## config.mk

```make
export PLATFORM = sky130hd
export DESIGN_NAME = mic_ctrl
export DESIGN_NICKNAME = d
export VERILOG_FILES = /design/src/pkg/mic_pkg.sv /design/src/verilog/mic_ctrl.sv
export SDC_FILE = /design/constraint.sdc
export NUM_CORES = 1
export LEC_CHECK = 0
export ABC_CLOCK_PERIOD_IN_PS = 2590
export BUFFER_PORTS_ARGS = -buffer_cell sky130_fd_sc_hd__buf_2
export CORE_UTILIZATION = 49
export CTS_BUF_LIST = sky130_fd_sc_hd__clkbuf_4 sky130_fd_sc_hd__clkbuf_8
export DETAILED_ROUTE_END_ITERATION = 7
export MAX_ROUTING_LAYER = met4
export PLACE_DENSITY = 0.95
export SYNTH_ARGS = -nofsm -noshare
export SYNTH_HDL_FRONTEND = slang
export SYNTH_SLANG_ARGS = --single-unit
```

## constraint.sdc

```tcl
create_clock -name ref_clk -period 2.59 [get_ports ref_clk]
set_input_delay 0.518 -clock ref_clk [delete_from_list [all_inputs] [get_ports ref_clk]]
set_output_delay 0.518 -clock ref_clk [all_outputs]
set_load 0.01 [all_outputs]
```

## src/pkg/mic_pkg.sv

```systemverilog
// Package for the interrupt controller: register map, timing and carrier types
package mic_pkg;
  // APB register offsets (byte addresses)
  localparam logic [7:0] MIC_OPT_OFF = 8'hC8;
  localparam logic [7:0] MIC_STAT_OFF = 8'hCC;
  localparam logic [7:0] MIC_PER_EN_OFF = 8'hD0;
  // Option register fields
  localparam int MIC_LES_BIT = 6;
  localparam int MIC_ESB_BIT = 5;
  localparam int MIC_GEN_BIT = 4;
  localparam logic [7:0] MIC_OPT_RST = 8'h00;
  localparam logic [7:0] MIC_OPT_WMASK = 8'h70;
  // Vector addresses in program space
  localparam logic [11:0] MIC_VEC_NMI = 12'hFFC;
  localparam logic [11:0] MIC_VEC_1 = 12'hFF6;
  localparam logic [11:0] MIC_VEC_2 = 12'hFF4;
  localparam logic [11:0] MIC_VEC_3 = 12'hFF2;
  localparam logic [11:0] MIC_VEC_4 = 12'hFF0;
  // Response time in CPU cycles, each CPU cycle 13 clocks
  localparam int MIC_CPU_CYC_CLKS = 13;
  localparam int MIC_RESP_MIN_CPU = 6;
  localparam int MIC_RESP_MAX_CPU = 11;
  localparam int MIC_RESP_MIN_CLKS = MIC_RESP_MIN_CPU * MIC_CPU_CYC_CLKS;
  localparam int MIC_RESP_MAX_CLKS = MIC_RESP_MAX_CPU * MIC_CPU_CYC_CLKS;
  localparam int MIC_LDI_EARLY_CYC = 3;
  // Core mode
  typedef enum logic [1:0] {MIC_MODE_NORMAL, MIC_MODE_IRQ, MIC_MODE_NMI} mic_mode_t;
  // Grant handed to the core
  typedef struct packed {
    logic valid;
    logic [2:0] vec_num;
    logic [11:0] vec_addr;
  } mic_grant_t;
endpackage : mic_pkg

```

## src/verilog/mic_ctrl.sv

```systemverilog
// Interrupt controller: latching, gating, priority, mode tracking and wake-up
// Function
// - Four maskable sources plus one non-maskable, each with a fixed vector address.
// - Maskable service only while global enable set; events latched meanwhile.
// - Reset pre-empts any service routine, non-maskable or maskable.
// - Non-maskable is top priority, pre-empts maskable, never itself.
// - Maskable routines never nest; vector 1 highest, vector 4 lowest.
// - Any source wakes from WAIT; only pins and designated peripherals from STOP.
// - Falling edge on non-maskable pin raises request regardless of global enable.
// - Non-maskable request held in a flip-flop cleared on its routine entry.
// - Peripheral flag requests only when global and own enable are set.
// - Peripherals map to vectors 3 and 4, ORed; flags held until software clears.
// - Pin requests on vectors 1 and 2, loaded only with global enable set.
// - Vector 1 selectable between edge and low-level triggering.
// - Vector 2 always edge triggered with selectable polarity.
// - Edge latch sets on edge, clears at routine start; extra edges dropped.
// - Switching vector 2 to rising polarity latches one spurious request.
// - One vector 2 pin held at its active level blocks edges of others.
// - Reconfiguring a low vector 2 pin latches a spurious request.
// - Entry swaps flags, pushes PC, inhibits maskable, clears latch, loads vector.
// - Return-from-interrupt instruction resumes the interrupted routine.
// - Request in first 3 cycles of option clear keeps normal carry/zero flags.
// - Response latency is 6 to 11 CPU cycles of 13 clocks each.
// - Level/edge select 0 gives falling edge, 1 gives low level.
// - Edge polarity 0 gives falling edge, 1 gives rising edge.
// - Global enable is bit 4 of option register at C8, reset zero.
// - With global enable clear, non-maskable is serviced but cannot wake.
`timescale 1ns/1ps
`default_nettype none
module mic_ctrl
  import mic_pkg::*;
#(
  parameter int VEC2_PINS = 8
) (
  input wire logic ref_clk, // System clock
  input wire logic nrst, // Synchronous reset, active low
  input wire logic psel, // APB select
  input wire logic penable, // APB enable
  input wire logic pwrite, // APB direction
  input wire logic [7:0] paddr, // APB byte address
  input wire logic [31:0] pwdata, // APB write data
  output logic [31:0] prdata, // APB read data
  output logic pready, // APB ready
  output logic pslverr, // APB error on unmapped address
  input wire logic nmi_pin_n, // Non-maskable request pin, falling edge
  input wire logic vec1_pin, // Vector 1 external pin
  input wire logic [VEC2_PINS-1:0] vec2_pins, // Vector 2 external pins
  input wire logic [VEC2_PINS-1:0] vec2_irq_en, // Pin configured as interrupt input
  input wire logic [1:0] per_flags, // Peripheral flags for vectors 3 and 4
  input wire logic instr_boundary, // Core at an instruction boundary
  input wire logic entry_ack, // Core begins the granted entry
  input wire logic return_from_irq, // Core executes return from interrupt
  input wire logic opt_clear_early, // Option-clear load within its first cycles
  input wire logic in_stop, // Core is in STOP
  input wire logic in_wait, // Core is in WAIT
  output mic_pkg::mic_grant_t grant, // Request to load a vector
  output mic_pkg::mic_mode_t core_mode, // Current core mode
  output logic keep_normal_flags, // Keep normal carry/zero at entry
  output logic wake // Wake the core from a low-power mode
);
  import mic_pkg::*;

  // Register state
  logic [7:0] opt_r;
  logic [1:0] per_en_r;
  logic nmi_q_r, nmi_lat_r, v1_q_r, v1_lat_r, v2_q_r, v2_lat_r, esb_q_r;
  logic [VEC2_PINS-1:0] v2_en_q_r;
  mic_mode_t mode_r, mode_nxt;
  mic_mode_t prev_mode_r;
  mic_grant_t grant_r, grant_nxt;
  logic keep_r;
  logic [31:0] prdata_r;
  logic [7:0] grant_wait_r;

  // Option field decode
  wire gen = opt_r[MIC_GEN_BIT];
  wire vec1_level_edge_select = opt_r[MIC_LES_BIT];
  wire vec2_edge_polarity = opt_r[MIC_ESB_BIT];

  // APB decode
  wire apb_acc = psel && penable;
  wire hit_opt = paddr == MIC_OPT_OFF;
  wire hit_stat = paddr == MIC_STAT_OFF;
  wire hit_per = paddr == MIC_PER_EN_OFF;
  wire wr_opt = apb_acc && pwrite && hit_opt;
  wire wr_per = apb_acc && pwrite && hit_per;
  wire mapped = hit_opt || hit_stat || hit_per;
  assign pready = 1'b1;
  assign pslverr = apb_acc && !mapped;

  // Vector 2 combined line: AND for falling, OR for rising, so one stuck pin masks others
  wire v2_and = &(vec2_pins | ~vec2_irq_en);
  wire v2_or = |(vec2_pins & vec2_irq_en);
  wire v2_line = vec2_edge_polarity ? v2_or : v2_and;
  // Spurious sets from polarity switch and reconfiguring a low pin
  wire v2_esb_rise = vec2_edge_polarity && !esb_q_r && (|vec2_irq_en);
  wire v2_cfg_spur = |((vec2_irq_en ^ v2_en_q_r) & ~vec2_pins);
  wire v2_edge = (vec2_edge_polarity ? (v2_line && !v2_q_r) : (!v2_line && v2_q_r)) && (vec2_edge_polarity == esb_q_r);

  // Edge detection and level requests
  wire nmi_edge = !nmi_pin_n && nmi_q_r;
  wire v1_edge = !vec1_pin && v1_q_r;
  wire v1_req = vec1_level_edge_select ? !vec1_pin : v1_lat_r;
  wire v2_req = v2_lat_r;
  wire [1:0] per_req = per_flags & per_en_r;

  // Maskable pending vector, gated by global enable, fixed priority
  wire [3:0] mpend = {per_req[1], per_req[0], v2_req, v1_req};
  wire mask_ok = gen && mode_r == MIC_MODE_NORMAL;
  wire take_nmi = nmi_lat_r && mode_r != MIC_MODE_NMI;
  wire take_mask = mask_ok && (|mpend);

  // Grant selection, only at instruction boundaries
  always_comb
  begin
    grant_nxt = grant_r;
    if (grant_r.valid && entry_ack)
    begin
      grant_nxt = '0;
    end
    else if (!grant_r.valid && instr_boundary)
    begin
      if (take_nmi)
      begin
        grant_nxt = '{1'b1, 3'd0, MIC_VEC_NMI};
      end
      else if (take_mask)
      begin
        if (mpend[0]) grant_nxt = '{1'b1, 3'd1, MIC_VEC_1};
        else if (mpend[1]) grant_nxt = '{1'b1, 3'd2, MIC_VEC_2};
        else if (mpend[2]) grant_nxt = '{1'b1, 3'd3, MIC_VEC_3};
        else grant_nxt = '{1'b1, 3'd4, MIC_VEC_4};
      end
    end
  end

  // Mode tracking: entry inhibits maskable, return restores
  always_comb
  begin
    mode_nxt = mode_r;
    case (mode_r)
      MIC_MODE_NORMAL, MIC_MODE_IRQ:
      begin
        if (grant_r.valid && entry_ack)
          mode_nxt = grant_r.vec_num == 3'd0 ? MIC_MODE_NMI : MIC_MODE_IRQ;
        else if (return_from_irq && mode_r == MIC_MODE_IRQ)
          mode_nxt = MIC_MODE_NORMAL;
      end
      MIC_MODE_NMI:
      begin
        if (return_from_irq)
          mode_nxt = prev_mode_r;
      end
      default: mode_nxt = MIC_MODE_NMI;
    endcase
  end

  // Wake: any request from WAIT, pins and vector 3 from STOP; every source, nmi included, needs global enable
  wire nmi_wake = nmi_lat_r && gen;
  wire wake_wait = nmi_wake || (gen && (|mpend));
  wire wake_stop = nmi_wake || (gen && (v1_req || v2_req || per_req[0]));
  assign wake = (in_wait && wake_wait) || (in_stop && wake_stop);

  // Register and latch updates; set wins over clear
  always_ff @(posedge ref_clk)
  begin
    if (!nrst)
    begin
      opt_r <= MIC_OPT_RST;
      per_en_r <= 2'b00;
      nmi_q_r <= 1'b1;
      nmi_lat_r <= 1'b0;
      v1_q_r <= 1'b1;
      v1_lat_r <= 1'b0;
      v2_q_r <= 1'b1;
      v2_lat_r <= 1'b0;
      esb_q_r <= 1'b0;
      v2_en_q_r <= '0;
      mode_r <= MIC_MODE_NMI;
      prev_mode_r <= MIC_MODE_NORMAL;
      grant_r <= '0;
      keep_r <= 1'b0;
    end
    else
    begin
      if (wr_opt) opt_r <= pwdata[7:0] & MIC_OPT_WMASK;
      if (wr_per) per_en_r <= pwdata[1:0];
      nmi_q_r <= nmi_pin_n;
      v1_q_r <= vec1_pin;
      v2_q_r <= v2_line;
      esb_q_r <= vec2_edge_polarity;
      v2_en_q_r <= vec2_irq_en;
      // set on edge, cleared at entry
      nmi_lat_r <= nmi_edge || (nmi_lat_r && !(entry_ack && grant_r.valid && grant_r.vec_num == 3'd0));
      // single pending edge, cleared at entry
      v1_lat_r <= (v1_edge && !vec1_level_edge_select) || (v1_lat_r && !vec1_level_edge_select && !(entry_ack && grant_r.valid && grant_r.vec_num == 3'd1));
      v2_lat_r <= v2_edge || v2_esb_rise || v2_cfg_spur
        || (v2_lat_r && !(entry_ack && grant_r.valid && grant_r.vec_num == 3'd2));
      grant_r <= grant_nxt;
      if (grant_r.valid && entry_ack && grant_r.vec_num == 3'd0) prev_mode_r <= mode_r;
      mode_r <= mode_nxt;
      // maskable entry during early option-clear keeps normal flags
      if (grant_r.valid && entry_ack)
        keep_r <= grant_r.vec_num != 3'd0 && opt_clear_early;
    end
  end

  // Read data: option register is write-only and reads zero
  always_ff @(posedge ref_clk)
  begin
    if (!nrst)
      prdata_r <= 32'h0;
    else if (psel && !penable && !pwrite)
      prdata_r <= hit_stat ? {24'h0, 1'b0, mode_r == MIC_MODE_NMI, mode_r == MIC_MODE_IRQ, nmi_lat_r,
                              per_req[1], per_req[0], v2_lat_r, v1_req}
                : hit_per ? {30'h0, per_en_r} : 32'h0;
  end

  assign prdata = prdata_r;
  assign grant = grant_r;
  assign core_mode = mode_r;
  assign keep_normal_flags = keep_r;

  // Cycles a standing grant has waited for the core to start entry; saturates
  always_ff @(posedge ref_clk)
  begin
    if (!nrst)
      grant_wait_r <= 8'h00;
    else if (!grant_r.valid)
      grant_wait_r <= 8'h00;
    else if (grant_wait_r != 8'hFF)
      grant_wait_r <= grant_wait_r + 8'h01;
  end

  // Checks
  property p_nmi_latch;
    @(posedge ref_clk) disable iff (!nrst) nmi_edge |=> nmi_lat_r;
  endproperty
  a_nmi_latch: assert property (p_nmi_latch) else $error("nmi edge not latched");
  property p_no_mask_gen;
    @(posedge ref_clk) disable iff (!nrst) (grant_nxt.valid && !grant_r.valid && grant_nxt.vec_num != 3'd0) |-> gen;
  endproperty
  a_no_mask_gen: assert property (p_no_mask_gen) else $error("maskable grant without enable");
  property p_no_nest;
    @(posedge ref_clk) disable iff (!nrst) (mode_r != MIC_MODE_NORMAL && !grant_r.valid) |=> !(grant_r.valid && grant_r.vec_num != 3'd0);
  endproperty
  a_no_nest: assert property (p_no_nest) else $error("maskable nesting");
  property p_prio;
    @(posedge ref_clk) disable iff (!nrst) (!grant_r.valid && instr_boundary && take_nmi) |=> grant_r.vec_num == 3'd0;
  endproperty
  a_prio: assert property (p_prio) else $error("nmi not prioritised");
  property p_nmi_clear;
    @(posedge ref_clk) disable iff (!nrst) (grant_r.valid && entry_ack && grant_r.vec_num == 3'd0 && nmi_pin_n) |=> !nmi_lat_r && mode_r == MIC_MODE_NMI;
  endproperty
  a_nmi_clear: assert property (p_nmi_clear) else $error("nmi entry wrong");
  property p_v1_prio;
    @(posedge ref_clk) disable iff (!nrst) (!grant_r.valid && instr_boundary && !take_nmi && take_mask && mpend[0]) |=> grant_r.vec_addr == MIC_VEC_1;
  endproperty
  a_v1_prio: assert property (p_v1_prio) else $error("vector 1 not first");
  property p_nmi_wake;
    @(posedge ref_clk) disable iff (!nrst) !gen |-> !wake;
  endproperty
  a_nmi_wake: assert property (p_nmi_wake) else $error("woke without enable");
  property p_boundary;
    @(posedge ref_clk) disable iff (!nrst) (!grant_r.valid && !instr_boundary) |=> !grant_r.valid;
  endproperty
  a_boundary: assert property (p_boundary) else $error("grant off boundary");

  // Vector 2 spurious latching on polarity switch and pin reconfiguration
  property p_v2_spur_esb;
    @(posedge ref_clk) disable iff (!nrst) v2_esb_rise |=> v2_lat_r;
  endproperty
  a_v2_spur_esb: assert property (p_v2_spur_esb) else $error("polarity switch not latched");

  property p_v2_cfg;
    @(posedge ref_clk) disable iff (!nrst) v2_cfg_spur |=> v2_lat_r;
  endproperty
  a_v2_cfg: assert property (p_v2_cfg) else $error("reconfiguration not latched");

  // Edge latching on the pin vectors
  property p_v1_edge;
    @(posedge ref_clk) disable iff (!nrst) (v1_edge && !vec1_level_edge_select) |=> v1_lat_r;
  endproperty
  a_v1_edge: assert property (p_v1_edge) else $error("vector 1 edge not latched");

  property p_v2_edge;
    @(posedge ref_clk) disable iff (!nrst) v2_edge |=> v2_lat_r;
  endproperty
  a_v2_edge: assert property (p_v2_edge) else $error("vector 2 edge not latched");

  // Level mode stores nothing
  property p_v1_level;
    @(posedge ref_clk) disable iff (!nrst) vec1_level_edge_select |=> !v1_lat_r;
  endproperty
  a_v1_level: assert property (p_v1_level) else $error("level mode stored a request");

  // Latches clear when their routine starts
  property p_v1_clear;
    @(posedge ref_clk) disable iff (!nrst)
      (grant_r.valid && entry_ack && grant_r.vec_num == 3'd1 && !v1_edge) |=> !v1_lat_r;
  endproperty
  a_v1_clear: assert property (p_v1_clear) else $error("vector 1 latch not cleared");

  property p_v2_clear;
    @(posedge ref_clk) disable iff (!nrst)
      (grant_r.valid && entry_ack && grant_r.vec_num == 3'd2 && !v2_edge && !v2_esb_rise && !v2_cfg_spur)
      |=> !v2_lat_r;
  endproperty
  a_v2_clear: assert property (p_v2_clear) else $error("vector 2 latch not cleared");

  // Peripheral grants need the flag, its own enable and the global enable
  property p_per3_gate;
    @(posedge ref_clk) disable iff (!nrst)
      (grant_nxt.valid && !grant_r.valid && grant_nxt.vec_num == 3'd3) |-> gen && per_flags[0] && per_en_r[0];
  endproperty
  a_per3_gate: assert property (p_per3_gate) else $error("vector 3 granted without enables");

  property p_per4_gate;
    @(posedge ref_clk) disable iff (!nrst)
      (grant_nxt.valid && !grant_r.valid && grant_nxt.vec_num == 3'd4) |-> gen && per_flags[1] && per_en_r[1];
  endproperty
  a_per4_gate: assert property (p_per4_gate) else $error("vector 4 granted without enables");

  // Pin vectors load only with global enable
  property p_pin_gen;
    @(posedge ref_clk) disable iff (!nrst)
      (grant_nxt.valid && !grant_r.valid && (grant_nxt.vec_num == 3'd1 || grant_nxt.vec_num == 3'd2)) |-> gen;
  endproperty
  a_pin_gen: assert property (p_pin_gen) else $error("pin vector without enable");

  // Maskable entry inhibits further maskable requests
  property p_entry_mode;
    @(posedge ref_clk) disable iff (!nrst)
      (grant_r.valid && entry_ack && grant_r.vec_num != 3'd0) |=> mode_r == MIC_MODE_IRQ && !grant_r.valid;
  endproperty
  a_entry_mode: assert property (p_entry_mode) else $error("maskable entry wrong");

  // Return from a maskable routine resumes normal mode
  property p_ret_irq;
    @(posedge ref_clk) disable iff (!nrst)
      (mode_r == MIC_MODE_IRQ && return_from_irq && !(grant_r.valid && entry_ack)) |=> mode_r == MIC_MODE_NORMAL;
  endproperty
  a_ret_irq: assert property (p_ret_irq) else $error("return did not resume");

  // Reset clears latches and leaves the core in non-maskable mode
  property p_reset;
    @(posedge ref_clk) !nrst |=> mode_r == MIC_MODE_NMI && !nmi_lat_r && !grant_r.valid && !v2_lat_r;
  endproperty
  a_reset: assert property (p_reset) else $error("reset state wrong");

  // Wake-up: any enabled request from WAIT, vector 4 alone never from STOP
  property p_wake_wait;
    @(posedge ref_clk) disable iff (!nrst) (in_wait && gen && (|mpend)) |-> wake;
  endproperty
  a_wake_wait: assert property (p_wake_wait) else $error("no wake from wait");

  property p_stop_v4;
    @(posedge ref_clk) disable iff (!nrst)
      (in_stop && !in_wait && !nmi_lat_r && !v1_req && !v2_req && !per_req[0]) |-> !wake;
  endproperty
  a_stop_v4: assert property (p_stop_v4) else $error("vector 4 woke from stop");

  // Early option clear keeps the normal flags
  property p_keep;
    @(posedge ref_clk) disable iff (!nrst)
      (grant_r.valid && entry_ack && grant_r.vec_num != 3'd0 && opt_clear_early) |=> keep_r;
  endproperty
  a_keep: assert property (p_keep) else $error("normal flags not kept");

  // Global enable field follows the written word
  property p_gen_field;
    @(posedge ref_clk) disable iff (!nrst) wr_opt |=> gen == $past(pwdata[MIC_GEN_BIT]);
  endproperty
  a_gen_field: assert property (p_gen_field) else $error("global enable not written");

  // A standing grant is taken up within the response bound
  property p_resp;
    @(posedge ref_clk) disable iff (!nrst) grant_wait_r < MIC_RESP_MAX_CLKS;
  endproperty
  a_resp: assert property (p_resp) else $error("grant waited too long");
endmodule : mic_ctrl
`default_nettype wire

```

==> results.json <==
{
  "status": "finished clean",
  "crit_path_frequent_cell": "buf_2",
  "layout.nets": 375,
  "setup_slack_ns": 0.532,
  "dr.first_iter.drc_count": 100,
  "hold_viol_final": 0,
  "grt_use_total": 0.205,
  "cp.arrival_ns": 1.54,
  "cts_resized": 0,
  "crit_required_ns": 2.07,
  "ys_ff_latch": 38,
  "synth_ff_type": "dfxtp_1",
  "synth-warning-count": 0,
  "core_area_sq_um": 4120,
  "cts_hold_buf": 0,
  "worstSkewPairLatency_ns": 0.28,
  "instances_no_fill": 353,
  "cts_tree": "built",
  "worstSetupPathType": "primary input to output pin",
  "wl_um": 4520,
  "p_leak_nw": 1.11,
  "final.setup_skew_ns": 0.00450,
  "post_drt_via_cell_ratio": 5.18,
  "synth-async-reset-ratio": 0,
  "critPathLaunchType": "primary input",
  "grt_first_pass_wirelength_um": 6960,
  "finalCritPeriodShare": 0.794,
  "num_antenna_cells": 0,
  "post-route-util": 0.601,
  "crit_fanout": 4,
  "synth_edf_count": 0,
  "syn_area_sq_um": 2160,
  "grt_max_degree": 34,
  "drv_slew": 0,
  "fin_tns_setup_ns": 0,
  "dpl.cell_count": 346,
  "drcViolationCount": 0,
  "synthToLayoutAreaGrowth_pct": 14.7,
  "maxCapViolCount": 0,
  "numPortBuffers": 70,
  "preCtsSetupSlack_ns": 0.535,
  "path_cells": "buf_2, inv_1, nor3_1, a21oi_1, o211a_1, buf_2",
  "design_area_sq_um": 2470,
  "fmax_mhz": 486,
  "slowest_stage": "nor3_1",
  "grt_pass1_vias": 1559,
  "rows": 23,
  "dieArea_sq_um": 4670,
  "end_kind": "output pin",
  "dieWidth_um": 68.4,
  "postSynthCellCount": 239,
  "yosys.cell_types.count": 52,
  "cts-buffers-inserted": 5,
  "clockBufferDepth": 2,
  "initial_core_util": 0.524,
  "hp-class": "primary input to flop",
  "final.fill_count": 357,
  "dieHeight_um": 68.4,
  "placed_cell_area_sq_um": 2390,
  "rsz0062_at_grt": "false",
  "postCtsSetupBuffers": 0,
  "ir_drop_v": 0.000271,
  "path_clk_slew_ns": 0.06,
  "yosysSeqAreaShare": 0.353,
  "period_minus_slack_ns": 2.06,
  "drive_gt1_frac": 0.297,
  "cts-root-buf": "clkbuf_8",
  "place.gp.congestion": 0.877,
  "antenna_found_initial": 0,
  "dr.pass1.iters": 4,
  "ant_nets": 0,
  "overflow": 0,
  "finalSetupViolCount": 0,
  "vias": 1830,
  "clkSinkCount": 38,
  "avgSynthCellArea_sq_um": 9.03,
  "wl_per_cell_um": 12.8,
  "p_per_area_nw_per_um2": 477,
  "ios": 125,
  "place_hpwl_um": 3650,
  "cts_max_level": 2,
  "max_stage_delay_ns": 0.30
}
[kinds of logic (layout without fill, tap and decap cells)]
family / Yosys count / after routing / synth area share
DFF: 38 / 38 / 0.353
buffers and inverters: 47 / 86 / 0.144
AOI/OAI and AO/OA: 49 / 49 / 0.166
muxes: 5 / 5 / 0.0232
xor gates and xnor gates: 8 / 8 / 0.0325
adders and majority gates: 1 / 1 / 0.00580
and+or+nand+nor: 89 / 89 / 0.272
other: 2 / 27 / 0.00348
[synth_stat cells, types with 5 or more instances]
library cell	instances	area (sq um)
a21boi_0	7	52.6
o22ai_1	7	43.8
nor2_1	7	26.3
nand2b_1	8	50.1
inv_1	8	30.0
and2_1	14	87.6
o21ai_0	5	25.0
dfxtp_1	38	761
a22oi_1	10	75.1
xnor2_1	8	70.1
mux2i_1	5	50.1
nand2_1	19	71.3
buf_4	36	270
nor2b_1	13	81.3
[sequential cells by signal, indices dropped and copies added, names as in the netlist, 2 cells and up]
| name | flops |
|---|---|
| prdata | 7 |
| per_en_r | 2 |
| prev_mode_r | 2 |
| grant | 6 |
| opt_r | 3 |
| v2_en_q_r | 8 |
| core_mode | 2 |
[critical path, delay by kind of cell]
kind	cells	cell delay, ns
and+or+nand+nor	1	0.30
buffers and inverters	3	0.40
AOI/OAI and AO/OA	2	0.31
[power by group]
group          switching [W]  internal, W  total, W
clock               0.000188     0.000206  0.000394
combinational      0.0000985    0.0000745  0.000173
sequential         0.0000119     0.000600  0.000612
[cells in the final DEF (no fill, tap or decap), drive strengths merged, types with 8 or more instances in the layout]
| cell type | instances |
|---|---|
| xnor2 | 8 |
| dfxtp | 38 |
| a22oi | 10 |
| conb | 27 |
| inv | 8 |
| buf | 71 |
| and2 | 14 |
| nand2 | 20 |
| nand2b | 8 |
| nor2b | 14 |
[stage by stage]
stage                     power [W]  hold slack (ns)
final                       0.00118            0.431
after floorplan            0.000757            0.434
after CTS                   0.00119            0.418
after global placement     0.000790            0.446
after detailed placement   0.000797            0.456
after global routing        0.00124            0.430
[layout make-up]
class / instances / area (sq um) / share of cell area
Clock buffer: 7 / 83.8 / 0.0339
Tap cell: 50 / 62.6 / 0.0253
Sequential cell: 38 / 761 / 0.308
Multi-Input combinational cell: 179 / 1180 / 0.476
Inverter: 8 / 30.0 / 0.0121
Timing Repair Buffer: 71 / 358 / 0.145
[worst paths after layout]
check	from	end	slack (ns)	cells after the start
worst max-delay path	paddr[4]	pslverr	0.53	6
worst min-delay path	nmi_pin_n	nmi_q_r$_SDFF_PN1_	0.43	2
worst max register to register	grant[10]$_SDFFE_PP0P_	v1_lat_r$_SDFF_PN0_	0.89	4
worst min register to register	keep_normal_flags$_SDFFE_PN0P_	keep_normal_flags$_SDFFE_PN0P_	0.46	2
[routing by layer]
metal / track usage / vias to the layer above / routed length [um] / share of wire
li1: - / 910 / - / -
met1: 0.253 / 836 / 1960 / 0.43
met2: 0.330 / 78 / 2210 / 0.49
met3: 0.0317 / 6 / 281 / 0.062
met4: 0.0859 / 0 / 65 / 0.014
met5: - / - / 0 / 0
Power figures use the tool's default switching activity.
